File: src/rtl/irq_board_defines.svh
// constants for the serial board interrupt mask and status logic
`ifndef IRQ_BOARD_DEFINES_SVH
`define IRQ_BOARD_DEFINES_SVH
`define PORT_SERIAL_DATA     3'h0
`define PORT_SERIAL_STATUS   3'h1
`define PORT_SERIAL_MODE     3'h2
`define PORT_SERIAL_COMMAND  3'h3
`define PORT_TX_MASK         3'h4
`define PORT_RX_MASK         3'h5
`define PORT_SERIAL_CMD_RD   3'h5
`define MASK_RESET           4'h0
`define NIBBLE_LOW_LSB       0
`define NIBBLE_HIGH_LSB      4
`define UNDRIVEN_BYTE        8'hFF
`endif

File: src/rtl/irq_board_pkg.sv
// types for the serial board interrupt mask and status logic
package irq_board_pkg;
    // one bus i/o cycle as seen by the board
    typedef struct packed {
        logic       wr;
        logic       rd;
        logic [2:0] port;
        logic [7:0] data;
    } io_cycle_t;
    // per relative user source levels
    typedef struct packed {
        logic [3:0] tx;
        logic [3:0] rx;
    } irq_src_t;
endpackage

File: src/rtl/irq_source_gen.sv
// per-user source combiner: transmit, receive and optional third condition
`timescale 1ns/1ps
module irq_source_gen
    import irq_board_pkg::*;
(
    // raw conditions per relative user
    input  wire logic [3:0] tx_empty,
    input  wire logic [3:0] rx_ready,
    input  wire logic [3:0] done_change,
    input  wire logic [3:0] done_to_tx,
    input  wire logic [3:0] done_to_rx,
    // combined sources
    output irq_src_t        src
);
    // third condition wire-ored onto either line when chosen
    genvar g;
    generate
        for (g = 0; g < 4; g++) begin : g_user
            assign src.tx[g] = tx_empty[g] | (done_change[g] & done_to_tx[g]);
            assign src.rx[g] = rx_ready[g] | (done_change[g] & done_to_rx[g]);
        end
    endgenerate
endmodule

File: src/rtl/serial_board_irq_mask_status.sv
// interrupt mask and status logic of a four-user serial and parallel board
`timescale 1ns/1ps
`include "irq_board_defines.svh"
module serial_board_irq_mask_status
    import irq_board_pkg::*;
(
    // clock and reset
    input  wire logic       CLK,
    input  wire logic       RST,
    // board configuration
    input  wire logic       UPPER_GROUP_SELECT,
    input  wire logic       GROUP_SELECTED,
    // bus i/o cycle, already decoded to this board
    input  wire logic       IO_WR,
    input  wire logic       IO_RD,
    input  wire logic [2:0] IO_PORT,
    input  wire logic [7:0] IO_WDATA,
    // per-user raw conditions
    input  wire logic [3:0] TX_EMPTY,
    input  wire logic [3:0] RX_READY,
    input  wire logic [3:0] DONE_CHANGE,
    input  wire logic [3:0] DONE_TO_TX,
    input  wire logic [3:0] DONE_TO_RX,
    // read data toward the bus, with per-bit enable (low drives)
    output logic [7:0]      IO_RDATA,
    output logic [7:0]      IO_RDATA_OE_N,
    output logic            IO_RVALID,
    // open-collector interrupt lines, low enable pulls line low
    output logic [3:0]      TRANSMIT_IRQ_OE_N,
    output logic [3:0]      RECEIVE_IRQ_OE_N,
    output logic [3:0]      TRANSMIT_IRQ_O,
    output logic [3:0]      RECEIVE_IRQ_O,
    // serial channel register strobes, one cycle
    output logic [3:0]      SER_WR_STB,
    output logic [3:0]      SER_RD_STB,
    output logic [7:0]      SER_WDATA
);
    io_cycle_t  cyc;            // bundled bus cycle
    irq_src_t   src;            // combined source levels
    logic [3:0] tx_mask_r;      // transmit enables
    logic [3:0] rx_mask_r;      // receive enables
    logic [3:0] wr_nib;         // own nibble of write data
    logic       acc_ok;         // group selected; cycle type decoded separately
    logic       tx_mask_wr;     // write to port 4
    logic       rx_mask_wr;     // write to port 5
    logic       stat_rd;        // read of port 4 or 5
    logic [3:0] stat_nib;       // pending nibble for this read

    assign cyc = '{wr: IO_WR, rd: IO_RD, port: IO_PORT, data: IO_WDATA};

    // source combining for each relative user
    irq_source_gen u_src (
        .tx_empty    (TX_EMPTY),
        .rx_ready    (RX_READY),
        .done_change (DONE_CHANGE),
        .done_to_tx  (DONE_TO_TX),
        .done_to_rx  (DONE_TO_RX),
        .src         (src)
    );

    // decode; the board is only live while its group is selected
    assign acc_ok     = GROUP_SELECTED;
    assign tx_mask_wr = acc_ok & cyc.wr & (cyc.port == `PORT_TX_MASK);
    assign rx_mask_wr = acc_ok & cyc.wr & (cyc.port == `PORT_RX_MASK);
    assign stat_rd    = acc_ok & cyc.rd & ((cyc.port == `PORT_TX_MASK) | (cyc.port == `PORT_RX_MASK));
    // pick the nibble that belongs to this board
    assign wr_nib = UPPER_GROUP_SELECT ? cyc.data[`NIBBLE_HIGH_LSB +: 4]
                                       : cyc.data[`NIBBLE_LOW_LSB +: 4];
    // status is raw source, the mask never touches it
    assign stat_nib = (cyc.port == `PORT_TX_MASK) ? src.tx : src.rx;

    // transmit mask; cleared by reset so nothing reaches the bus
    always_ff @(posedge CLK) begin
        if (RST) begin
            tx_mask_r <= `MASK_RESET;
        end else if (tx_mask_wr) begin
            tx_mask_r <= wr_nib;
        end
    end

    // receive mask
    always_ff @(posedge CLK) begin
        if (RST) begin
            rx_mask_r <= `MASK_RESET;
        end else if (rx_mask_wr) begin
            rx_mask_r <= wr_nib;
        end
    end

    // open-collector drive: pull low only when pending and enabled
    // registered so the bus sees a clean level; costs one cycle of latency,
    // which is harmless next to any interrupt response time
    // the data side is tied low: a line is only ever pulled, never pushed
    always_ff @(posedge CLK) begin
        if (RST) begin
            TRANSMIT_IRQ_OE_N <= 4'hF;
            RECEIVE_IRQ_OE_N  <= 4'hF;
            TRANSMIT_IRQ_O    <= 4'h0;
            RECEIVE_IRQ_O     <= 4'h0;
        end else begin
            TRANSMIT_IRQ_OE_N <= ~(src.tx & tx_mask_r);
            RECEIVE_IRQ_OE_N  <= ~(src.rx & rx_mask_r);
            TRANSMIT_IRQ_O    <= 4'h0;
            RECEIVE_IRQ_O     <= 4'h0;
        end
    end

    // read answer, one cycle later, no wait states on status ports
    // two boards may share one group; each drives only its own nibble,
    // so the enables must fall back to all-ones outside an answer
    always_ff @(posedge CLK) begin
        if (RST) begin
            IO_RDATA      <= `UNDRIVEN_BYTE;
            IO_RDATA_OE_N <= 8'hFF;
            IO_RVALID     <= 1'b0;
        end else begin
            IO_RVALID <= stat_rd;
            if (stat_rd) begin
                // own nibble only; the other stays undriven and floats high
                if (UPPER_GROUP_SELECT) begin
                    IO_RDATA      <= {stat_nib, 4'hF};
                    IO_RDATA_OE_N <= 8'h0F;
                end else begin
                    IO_RDATA      <= {4'hF, stat_nib};
                    IO_RDATA_OE_N <= 8'hF0;
                end
            end else begin
                IO_RDATA      <= `UNDRIVEN_BYTE;
                IO_RDATA_OE_N <= 8'hFF;
            end
        end
    end

    // serial register strobes for writes to ports 0-3 and reads of ports 0-2; a port 5 read hits command
    always_ff @(posedge CLK) begin
        if (RST) begin
            SER_WR_STB <= 4'h0;
            SER_RD_STB <= 4'h0;
            SER_WDATA  <= 8'h00;
        end else begin
            SER_WR_STB <= 4'h0;
            SER_RD_STB <= 4'h0;
            SER_WDATA  <= cyc.data;
            if (acc_ok & cyc.wr & ~cyc.port[2]) begin
                SER_WR_STB[cyc.port[1:0]] <= 1'b1;
            end
            if (acc_ok & cyc.rd) begin
                if (cyc.port == `PORT_SERIAL_CMD_RD) begin
                    SER_RD_STB[3] <= 1'b1;
                end else if (cyc.port[2:1] == 2'b00 || cyc.port == `PORT_SERIAL_MODE) begin
                    SER_RD_STB[cyc.port[1:0]] <= 1'b1;
                end
            end
        end
    end

    // checks
    a_reset_mask_off: assert property (@(posedge CLK) RST |=> (tx_mask_r == 4'h0 && rx_mask_r == 4'h0))
        else $error("mask not cleared by reset");
    a_irq_gated: assert property (@(posedge CLK) disable iff (RST)
        1 |=> TRANSMIT_IRQ_OE_N == ~($past(src.tx) & $past(tx_mask_r)))
        else $error("tx line drive wrong");
    a_rx_gated: assert property (@(posedge CLK) disable iff (RST)
        1 |=> RECEIVE_IRQ_OE_N == ~($past(src.rx) & $past(rx_mask_r)))
        else $error("rx line drive wrong");
    a_no_select_no_write: assert property (@(posedge CLK) disable iff (RST)
        (!GROUP_SELECTED) |=> $stable(tx_mask_r) && $stable(rx_mask_r))
        else $error("mask changed while unselected");
    a_mask_write_tx: assert property (@(posedge CLK) disable iff (RST)
        (GROUP_SELECTED && IO_WR && IO_PORT == 3'h4 && !UPPER_GROUP_SELECT) |=> tx_mask_r == $past(IO_WDATA[3:0]))
        else $error("low tx mask write lost");
    a_mask_write_hi: assert property (@(posedge CLK) disable iff (RST)
        (GROUP_SELECTED && IO_WR && IO_PORT == 3'h5 && UPPER_GROUP_SELECT) |=> rx_mask_r == $past(IO_WDATA[7:4]))
        else $error("high rx mask write lost");
    a_status_raw: assert property (@(posedge CLK) disable iff (RST)
        (GROUP_SELECTED && IO_RD && IO_PORT == 3'h4 && !UPPER_GROUP_SELECT) |=> IO_RVALID && IO_RDATA[3:0] == $past(src.tx))
        else $error("tx status not raw source");
    a_other_nibble: assert property (@(posedge CLK) disable iff (RST)
        IO_RVALID |-> (UPPER_GROUP_SELECT ? IO_RDATA_OE_N[3:0] == 4'hF : IO_RDATA_OE_N[7:4] == 4'hF))
        else $error("foreign nibble driven");
    a_write_not_status: assert property (@(posedge CLK) disable iff (RST)
        (IO_WR && !IO_RD) |=> !IO_RVALID)
        else $error("write answered as read");

    // the next four checks cover further nibble and port pairings, all but high board rx status;
    // each one is phrased from the bus side so a wrong decode shows up
    // even when the mask and status paths agree with each other

    // low board, receive mask lands in the low nibble
    a_mask_write_rxlo: assert property (@(posedge CLK) disable iff (RST)
        (GROUP_SELECTED && IO_WR && IO_PORT == 3'h5 && !UPPER_GROUP_SELECT) |=> rx_mask_r == $past(IO_WDATA[3:0]))
        else $error("low rx mask write lost");

    // high board, transmit mask comes from the high nibble
    a_mask_write_txhi: assert property (@(posedge CLK) disable iff (RST)
        (GROUP_SELECTED && IO_WR && IO_PORT == 3'h4 && UPPER_GROUP_SELECT) |=> tx_mask_r == $past(IO_WDATA[7:4]))
        else $error("high tx mask write lost");

    // low board receive status: raw rx levels, only the low nibble driven
    a_status_rx_low: assert property (@(posedge CLK) disable iff (RST)
        (GROUP_SELECTED && IO_RD && IO_PORT == 3'h5 && !UPPER_GROUP_SELECT) |=>
        (IO_RVALID && IO_RDATA[3:0] == $past(src.rx) && IO_RDATA_OE_N == 8'hF0))
        else $error("low rx status wrong");

    // high board transmit status: raw tx levels on the high nibble
    a_status_tx_high: assert property (@(posedge CLK) disable iff (RST)
        (GROUP_SELECTED && IO_RD && IO_PORT == 3'h4 && UPPER_GROUP_SELECT) |=>
        (IO_RVALID && IO_RDATA[7:4] == $past(src.tx) && IO_RDATA_OE_N == 8'h0F))
        else $error("high tx status wrong");

    // status answers come on the very next edge, never stretched
    a_status_no_wait: assert property (@(posedge CLK) disable iff (RST)
        (GROUP_SELECTED && IO_RD && (IO_PORT == 3'h4 || IO_PORT == 3'h5)) |=> IO_RVALID)
        else $error("status answer delayed");

    // a board whose group is not selected stays silent on every port
    a_unselected_quiet: assert property (@(posedge CLK) disable iff (RST)
        (!GROUP_SELECTED) |=> (!IO_RVALID && SER_WR_STB == 4'h0 && SER_RD_STB == 4'h0))
        else $error("unselected board answered");

    // outside an answer nothing is driven onto the data bus
    a_idle_floats: assert property (@(posedge CLK) disable iff (RST)
        (!IO_RVALID) |-> IO_RDATA_OE_N == 8'hFF)
        else $error("bus driven while idle");

    // the foreign nibble carries ones so the pull-ups win anyway
    a_foreign_ones: assert property (@(posedge CLK) disable iff (RST)
        IO_RVALID |-> (UPPER_GROUP_SELECT ? IO_RDATA[3:0] == 4'hF : IO_RDATA[7:4] == 4'hF))
        else $error("foreign nibble not ones");

    // open-collector: the data side of each line never goes high
    a_irq_pins_low: assert property (@(posedge CLK) disable iff (RST)
        (TRANSMIT_IRQ_O == 4'h0 && RECEIVE_IRQ_O == 4'h0))
        else $error("interrupt line driven high");

    // a serial write strobes exactly one channel register
    a_wr_strobe_one: assert property (@(posedge CLK) disable iff (RST)
        (GROUP_SELECTED && IO_WR && !IO_PORT[2]) |=> $onehot(SER_WR_STB))
        else $error("serial write strobe wrong");

    // mask writes must not reach the serial registers
    a_mask_no_strobe: assert property (@(posedge CLK) disable iff (RST)
        (IO_WR && IO_PORT[2]) |=> SER_WR_STB == 4'h0)
        else $error("mask write strobed serial side");

    // a port 5 read also fetches the current command
    a_cmd_rd_strobe: assert property (@(posedge CLK) disable iff (RST)
        (GROUP_SELECTED && IO_RD && IO_PORT == 3'h5) |=> SER_RD_STB == 4'h8)
        else $error("command read strobe missing");

    // every transmit condition, incl. a routed third one, raises the source
    a_tx_source: assert property (@(posedge CLK) disable iff (RST)
        (((TX_EMPTY | (DONE_CHANGE & DONE_TO_TX)) & ~src.tx) == 4'h0))
        else $error("tx source missing");

    // every receive condition, incl. a routed third one, raises the source
    a_rx_source: assert property (@(posedge CLK) disable iff (RST)
        (((RX_READY | (DONE_CHANGE & DONE_TO_RX)) & ~src.rx) == 4'h0))
        else $error("rx source missing");

    // main scenarios worth seeing at least once
    c_tx_write: cover property (@(posedge CLK) tx_mask_wr);
    c_rx_read: cover property (@(posedge CLK) stat_rd && cyc.port == 3'h5);
    c_irq_out: cover property (@(posedge CLK) TRANSMIT_IRQ_OE_N != 4'hF);
    c_upper_read: cover property (@(posedge CLK) stat_rd && UPPER_GROUP_SELECT);
    c_cmd_strobe: cover property (@(posedge CLK) SER_RD_STB[3]);
endmodule

File: config.mk
export PLATFORM = sky130hd
export DESIGN_NAME = serial_board_irq_mask_status
export DESIGN_NICKNAME = d
export VERILOG_FILES = /design/src/rtl/irq_board_pkg.sv /design/src/rtl/irq_source_gen.sv /design/src/rtl/serial_board_irq_mask_status.sv
export VERILOG_INCLUDE_DIRS = /design/src /design/src/rtl
export SDC_FILE = /design/constraint.sdc
export NUM_CORES = 1
export LEC_CHECK = 0
export ABC_AREA = 1
export BUFFER_PORTS_ARGS = -buffer_cell sky130_fd_sc_hd__clkbuf_2
export CAP_MARGIN = 5
export CORE_MARGIN = 4
export CORE_UTILIZATION = 39
export CTS_BUF_LIST = sky130_fd_sc_hd__clkbuf_16
export DETAILED_ROUTE_END_ITERATION = 12
export PLACE_DENSITY_LB_ADDON = 0.12
export SLEW_MARGIN = 5
export SYNTH_ARGS = -nofsm -noshare
export SYNTH_HDL_FRONTEND = slang
export SYNTH_SLANG_ARGS = --single-unit
File: constraint.sdc
create_clock -name CLK -period 1 [get_ports CLK]
set_clock_uncertainty 0.2 [all_clocks]
set_input_delay 0.1 -clock CLK [delete_from_list [all_inputs] [get_ports CLK]]
set_output_delay 0.1 -clock CLK [all_outputs]
set_load 0.05 [all_outputs]
==> results.py, run 1 <==
metrics = {
    "drt": {
        "ant_nets": 0,
        "firstDrtPassIters": 4,
        "dr.max_layer_used": "met4",
        "drc_errors": 0,
        "routed_via_density": 4.44,
        "drt-total-wl_um": 4370,
        "dr_total_vias": 1526,
        "wl_per_cell_um": 12.7,
        "wl_met3_um": 261,
        "met2WireLength_um": 2420,
        "drt-initial-drc-count": 71,
        "wl_met1_um": 1640,
    },
    "worst_hold_path": {
        "hold_class": "in -> reg",
        "hp-start": "TX_EMPTY[3]",
        "min_path_cells": 4,
        "hold_path_end": "TRANSMIT_IRQ_OE_N[3]",
    },
    "worst_setup_path": {
        "cp-start-kind": "register",
        "required_ns": 0.70,
        "critical_path_buf_inv_count": 1,
        "cpPeakStageDelay_ns": 0.37,
        "cp_max_fo": 4,
        "r2r-start": "tx_mask_r[0]",
        "worstSetupEndpointType": "output pin",
        "cpMaxStageDelayCell": "dfxtp_4",
        "ff2ff_setup_slack_ns": 0.03,
        "crit_chain": "clkbuf_8",
        "crit_family": "flip-flops",
        "r2r_end": "TRANSMIT_IRQ_OE_N[0]",
        "r2r_cells": 2,
        "worst-setup-path-type": "reg -> out",
        "arrival_ns": 0.84,
    },
    "global_routing": {
        "grt_start_max_net_pins": 16,
        "grt_usage_pct": 18.2,
        "grt_pass1_wl_um": 7130,
        "grt-ovfl-total": 0,
        "grt_pass1_vias": 1578,
        "antenna_found_initial": 0,
    },
    "job": {
        "max_cap_viol_count": 0,
    },
    "run_status": {
        "violations": "negative hold slack, negative setup slack",
        "status": "finished with violations",
    },
    "cts": {
        "cts.sinks": 43,
        "cts_tree": "done",
        "insertion_delay_ns": 0.28,
        "clkSlewWorstSetupHoldPaths_ns": 0.06,
        "numCtsBuffers": 5,
        "cts_post_setup_buffers_inserted": 0,
        "cts_buffer_depth": 2,
        "root_buffer": "clkbuf_16",
        "htreeDepth": 2,
    },
    "cells_and_area": {
        "antenna_cells": 0,
        "nets": 332,
        "fill_cells": 268,
        "drive_gt1_share_pct": 52.0,
        "area_delta_synth_final_pct": 88.5,
        "finalNonFillerCells": 344,
        "most-common-layout-cells": "36 x dfxtp_2, 36 x nand2_1, 36 x clkbuf_2",
    },
    "yosys": {
        "syn_inst": 191,
        "yosysUniqueCellTypes": 16,
        "syn-cell-area_sq_mm": 0.00155,
        "synth_area_per_cell_sq_um": 8.12,
        "yosysWarnings": 0,
        "ys_ff_latch": 43,
        "synth_seq_area_share_pct": 55.5,
    },
    "placement": {
        "port_buffers": 77,
        "dp_cells": 326,
        "globalplace.congestion": 0.750,
        "dp_hpwl_um": 2830,
    },
    "floorplanning": {
        "die_h_um": 71.1,
        "die_w_um": 71.1,
        "core_sq_mm": 0.00374,
        "ioPinCount": 86,
        "initial_core_util_pct": 41.4,
        "row_count": 22,
        "dieArea_sq_mm": 0.00505,
    },
    "sta": {
        "period_share_pct": 114,
        "rsz0062_at_grt": "yes",
        "fin_ws_ns": -0.135,
        "hold-worst-slack_ns": -0.0968,
        "finalSetupViolCount": 41,
        "period_minus_slack_ns": 1.14,
        "clock.fmax_mhz": 881,
        "hold_viol_final": 14,
        "fin_tns_setup_ns": -3.00,
        "slew_violations": 0,
    },
    "pwr": {
        "irDropWorstVdd_mv": 1.12,
        "powerDensity_mw_per_mm2": 1410,
        "p_total_mw": 4.13,
        "p_leak_nw": 1.40,
    },
}
[power breakdown]
part           total (mW)  internal (mW)  switching, mW
Clock                1.76           1.16          0.606
Sequential           1.77           1.75         0.0216
Combinational       0.594          0.252          0.342
Total                4.13           3.16          0.969
[timing repair]
action	4_1_cts	5_1_grt
resized for setup	129	33
endpoints found under the setup margin	42	52
hold endpoints to repair	26	4
pin swaps	0	1
hold buffers	9	1
gates cloned	0	1
[flip-flops by register name, indices dropped and copies added (netlist names)]
register,cells
tx_mask_r,4
IO_RDATA,8
SER_WDATA,8
TRANSMIT_IRQ_OE_N,4
SER_WR_STB,4
SER_RD_STB,4
RECEIVE_IRQ_OE_N,4
IO_RVALID,1
rx_mask_r,4
IO_RDATA_OE_N,2
[cell type report]
cell class / instances / area (sq um) / share of cell area, %
inverter: 19 / 71.3 / 2.44
tap: 48 / 60.1 / 2.05
timing repair buffer: 106 / 1170 / 40.0
clock buffer: 5 / 125 / 4.28
multi-input combinational: 120 / 547 / 18.7
clock inverter: 3 / 37.5 / 1.28
sequential: 43 / 913 / 31.2
[per-stage QoR]
step / hold slack [ns] / utilization, % / instance area (sq um) / setup slack (ns)
floorplan: -0.0232 / - / 1590 / 0.00907
global placement: 0.123 / 55.0 / 2060 / -0.137
detailed placement: 0.129 / 55.0 / 2060 / -0.178
CTS: -0.107 / 76.7 / 2870 / -0.138
global route: -0.0700 / 78.1 / 2930 / -0.160
finish: -0.0968 / 78.1 / 2930 / -0.135
[worst max-delay path by stage]
stage | startpoint | endpoint | slack [ns] | cells past startpoint
3_5_place_dp | IO_PORT[1] | IO_RDATA[4] | -0.18 | 7
2_1_floorplan | IO_PORT[1] | IO_RDATA[0] | 0.009 | 6
5_1_grt | IO_RDATA_OE_N[6] | IO_RDATA_OE_N[5] | -0.16 | 1
4_1_cts | IO_RDATA_OE_N[3] | IO_RDATA_OE_N[0] | -0.14 | 1
3_3_place_gp | IO_PORT[1] | IO_RDATA[0] | -0.14 | 7
6_report | IO_RDATA_OE_N[3] | IO_RDATA_OE_N[1] | -0.14 | 1
[cells in the mapped netlist]
cell / n / area share (%)
nand4_1: 1 / 0.40
nand2_2: 1 / 0.40
nor2_1: 31 / 7.5
conb_1: 1 / 0.24
dfxtp_1: 43 / 55
a21oi_1: 8 / 2.6
nor2_4: 2 / 1.5
nor3_1: 3 / 0.97
buf_2: 3 / 0.97
a21o_1: 4 / 1.9
buf_4: 14 / 6.8
o21ai_0: 10 / 3.2
or2_2: 3 / 1.2
inv_1: 19 / 4.6
nand2_1: 40 / 9.7
nand3_1: 8 / 2.6
[layer usage]
layer / vias to the layer above / global-route usage, %
met3: 6 / 6.53
li1: 776 / -
met4: 0 / 5.64
met1: 696 / 18.5
met2: 48 / 34.3
met5: - / 0
[logic make-up after synthesis]
kind of cell | after synthesis | share of synthesized area (%)
AOI/OAI and AO/OA | 22 | 7.74
buffers and inverters | 36 | 12.3
DFF | 43 | 55.5
other | 1 | 0.242
and+or+nand+nor | 89 | 24.2
No activity file was read; power rests on OpenSTA's default activity.
==> run 2, diff against run 1 <==
Settings changed: ABC_AREA 1 to not set.
==> run 2 against run 1 <==
Compared with the run above:
- the run still ends with negative hold slack, negative setup slack left
- largest cell class unchanged
- maximum frequency is 0.86% higher
- first-iteration DRC count is 41% lower
- worst setup slack better by 0.0097 ns
- sequential power hardly changed
- hold slack worse by 0.0043 ns
- sequential share of layout area is 0.41 points lower
- synthesized area is 0.97% higher
- synthesized cell count is 23% lower
- critical path type unchanged
==> results.py, run 2 <==
metrics = {
    "drt": {
        "routed_via_density": 4.47,
        "drt-initial-drc-count": 42,
        "ant_nets": 0,
        "wl_per_cell_um": 13.7,
        "drt-total-wl_um": 4070,
        "firstDrtPassIters": 4,
        "drc_errors": 0,
        "dr_total_vias": 1329,
    },
    "yosys": {
        "synthTopCellsByArea": "dfxtp_1 55%, mux2i_1 10%, buf_4 6.7%, nand2b_1 5.2%, nor2b_1 4.0%",
        "synthArstFlopShare_pct": 0,
        "ys_ff_latch": 43,
        "yosysMostFrequentCell": "dfxtp_1",
        "synth_area_per_cell_sq_um": 10.6,
        "yosysUniqueCellTypes": 24,
        "synth-main-ff-cell": "dfxtp_1",
        "yosys-top-cells-count": "43 x dfxtp_1, 16 x mux2i_1, 14 x buf_4",
        "yosys.area.top_type": "dfxtp_1",
        "synth_top_area_share_pct": 55.0,
        "yosysWarnings": 0,
        "synth_edf_count": 0,
        "syn_inst": 148,
        "syn-cell-area_sq_mm": 0.00157,
        "synth_seq_area_share_pct": 55.0,
    },
    "placement": {
        "port_buffers": 77,
        "dp_hpwl_um": 2830,
        "globalplace.congestion": 0.848,
    },
    "sta": {
        "fin_ws_ns": -0.126,
        "rsz0062_at_grt": "yes",
        "fin_tns_setup_ns": -2.79,
        "period_minus_slack_ns": 1.13,
        "hold_viol_final": 3,
        "slew_violations": 0,
        "clock.fmax_mhz": 888,
        "hold-worst-slack_ns": -0.101,
        "period_share_pct": 113,
        "finalSetupViolCount": 41,
    },
    "floorplanning": {
        "die_w_um": 71.4,
        "core_sq_mm": 0.00377,
        "row_count": 22,
        "dieArea_sq_mm": 0.00509,
        "ioPinCount": 86,
        "die_h_um": 71.4,
        "initial_core_util_pct": 41.5,
    },
    "cts": {
        "clkSlewWorstSetupHoldPaths_ns": 0.06,
        "hold_buffers": 10,
        "cts_buffer_depth": 2,
        "insertion_delay_ns": 0.27,
        "cts.sinks": 43,
        "cts_tree": "done",
        "htreeDepth": 2,
        "root_buffer": "clkbuf_16",
        "numCtsBuffers": 5,
    },
    "worst_setup_path": {
        "worst-path-stages": 1,
        "worst-setup-path-type": "reg -> out",
        "worstSetupEndpointType": "output pin",
        "critPathLaunch": "IO_RDATA_OE_N[3]",
        "r2r_cells": 2,
        "r2r-start": "tx_mask_r[0]",
        "cp_max_fo": 4,
        "arrival_ns": 0.83,
        "crit_family": "flip-flops",
        "cpPeakStageDelay_ns": 0.39,
        "cpMaxStageDelayCell": "dfxtp_4",
        "cp-start-kind": "register",
        "crit_chain": "buf_8",
        "required_ns": 0.70,
        "critical_path_buf_inv_count": 1,
    },
    "global_routing": {
        "grt_usage_pct": 16.4,
        "grt_pass1_vias": 1423,
        "grt_start_max_net_pins": 14,
        "grt_pass1_wl_um": 6590,
        "antenna_found_initial": 0,
        "grt-ovfl-total": 0,
    },
    "pwr": {
        "p_total_mw": 3.84,
        "p_leak_nw": 1.35,
        "irDropWorstVdd_mv": 0.919,
        "powerDensity_mw_per_mm2": 1300,
    },
    "cells_and_area": {
        "nets": 285,
        "area_delta_synth_final_pct": 89.0,
        "final_common_cell": "clkbuf_2",
        "fill_cells": 229,
        "antenna_cells": 0,
        "drive_gt1_share_pct": 62.2,
        "most-common-layout-cells": "36 x clkbuf_2, 35 x dfxtp_2, 21 x clkbuf_16, 21 x buf_8, 16 x buf_4",
        "top_regs": "IO_RDATA x8, SER_WDATA x8",
    },
    "job": {
        "max_cap_viol_count": 0,
    },
    "run_status": {
        "status": "finished with violations",
        "violations": "negative hold slack, negative setup slack",
    },
    "worst_hold_path": {
        "min_path_cells": 2,
        "hold_class": "in -> reg",
        "hp-start": "IO_PORT[0]",
    },
}
==> run 2: cell types whose count changed in the layout (fill, tap and decap cells not counted), moves of 5 or more <==
| cell | change |
|---|---|
| mux2i_1 | +14 |
| inv_1 | -16 |
| nand3_1 | -6 |
| nand2b_1 | +13 |
| nor2b_1 | +8 |
| or2_1 | +5 |
| o21ai_0 | -10 |
| nand2_1 | -34 |
| nor2_1 | -25 |
| nand2_2 | -5 |
==> run 2: cell type report <==
cell class	instances	area (sq um)	area share [%]
Timing Repair Buffer	105	1210	40.8
Sequential cell	43	912	30.8
Inverter	3	11.3	0.380
Tap cell	48	60.1	2.03
Multi-Input combinational cell	90	629	21.3
Clock buffer	5	125	4.23
Clock inverter	3	15.0	0.507
==> run 2: final timing paths <==
check / to / slack [ns]
min reg2reg: RECEIVE_IRQ_OE_N[1] / 0.29
max: IO_RDATA_OE_N[0] / -0.13
max reg2reg: TRANSMIT_IRQ_OE_N[0] / 0.04
min: SER_WR_STB[0] / -0.10
==> run 2: through the flow <==
step / cell area (sq um) / hold WS, ns / instances / util, % / setup slack (ns)
CTS: 2880 / -0.0925 / 297 / 76.4 / -0.138
global route: 2960 / -0.0917 / 297 / 78.5 / -0.154
global placement: 2060 / 0.131 / 278 / 54.5 / -0.262
floorplan: 1620 / -0.0232 / 155 / - / -0.113
finish: 2960 / -0.101 / 297 / 78.5 / -0.126
detailed placement: 2060 / 0.133 / 278 / 54.5 / -0.302
==> run 2: worst register-to-register path: stages (launching register included) <==
cell and delay [ns]:
dfxtp_1 0.30, nand2b_1 0.07, or2_2 0.27
==> run 2: cell families after synthesis <==
family	count (synthesis)	synth area share (%)
simple gates	58	22.8
flops	43	55.0
buf+inv	22	9.27
mux	16	10.2
compound gates	8	2.56
other cells	1	0.239
==> run 2: what timing repair did <==
| item | in CTS | in global routing |
|---|---|---|
| hold endpoints to repair | 17 | 2 |
| gates resized for setup | 128 | 40 |
| gates cloned | 0 | 0 |
| setup buffers | 1 | 0 |
| endpoints found under the setup margin | 44 | 60 |
| pin swaps | 1 | 3 |
==> run 2: metal layers <==
metal / up-vias / part of all wire (%) / wire length [um] / track usage, %
met5: - / 0 / 0 / 0
met2: 60 / 53 / 2170 / 29.6
met3: 12 / 8.8 / 357 / 4.91
met4: 0 / 2.9 / 116 / 8.56
met1: 606 / 35 / 1430 / 17.1
li1: 651 / - / - / -
==> run 2: report_power, final <==
group          switching, mW  total [mW]  internal [mW]
Combinational          0.302       0.562          0.260
Sequential            0.0185        1.76           1.74
Clock                  0.607        1.52          0.909
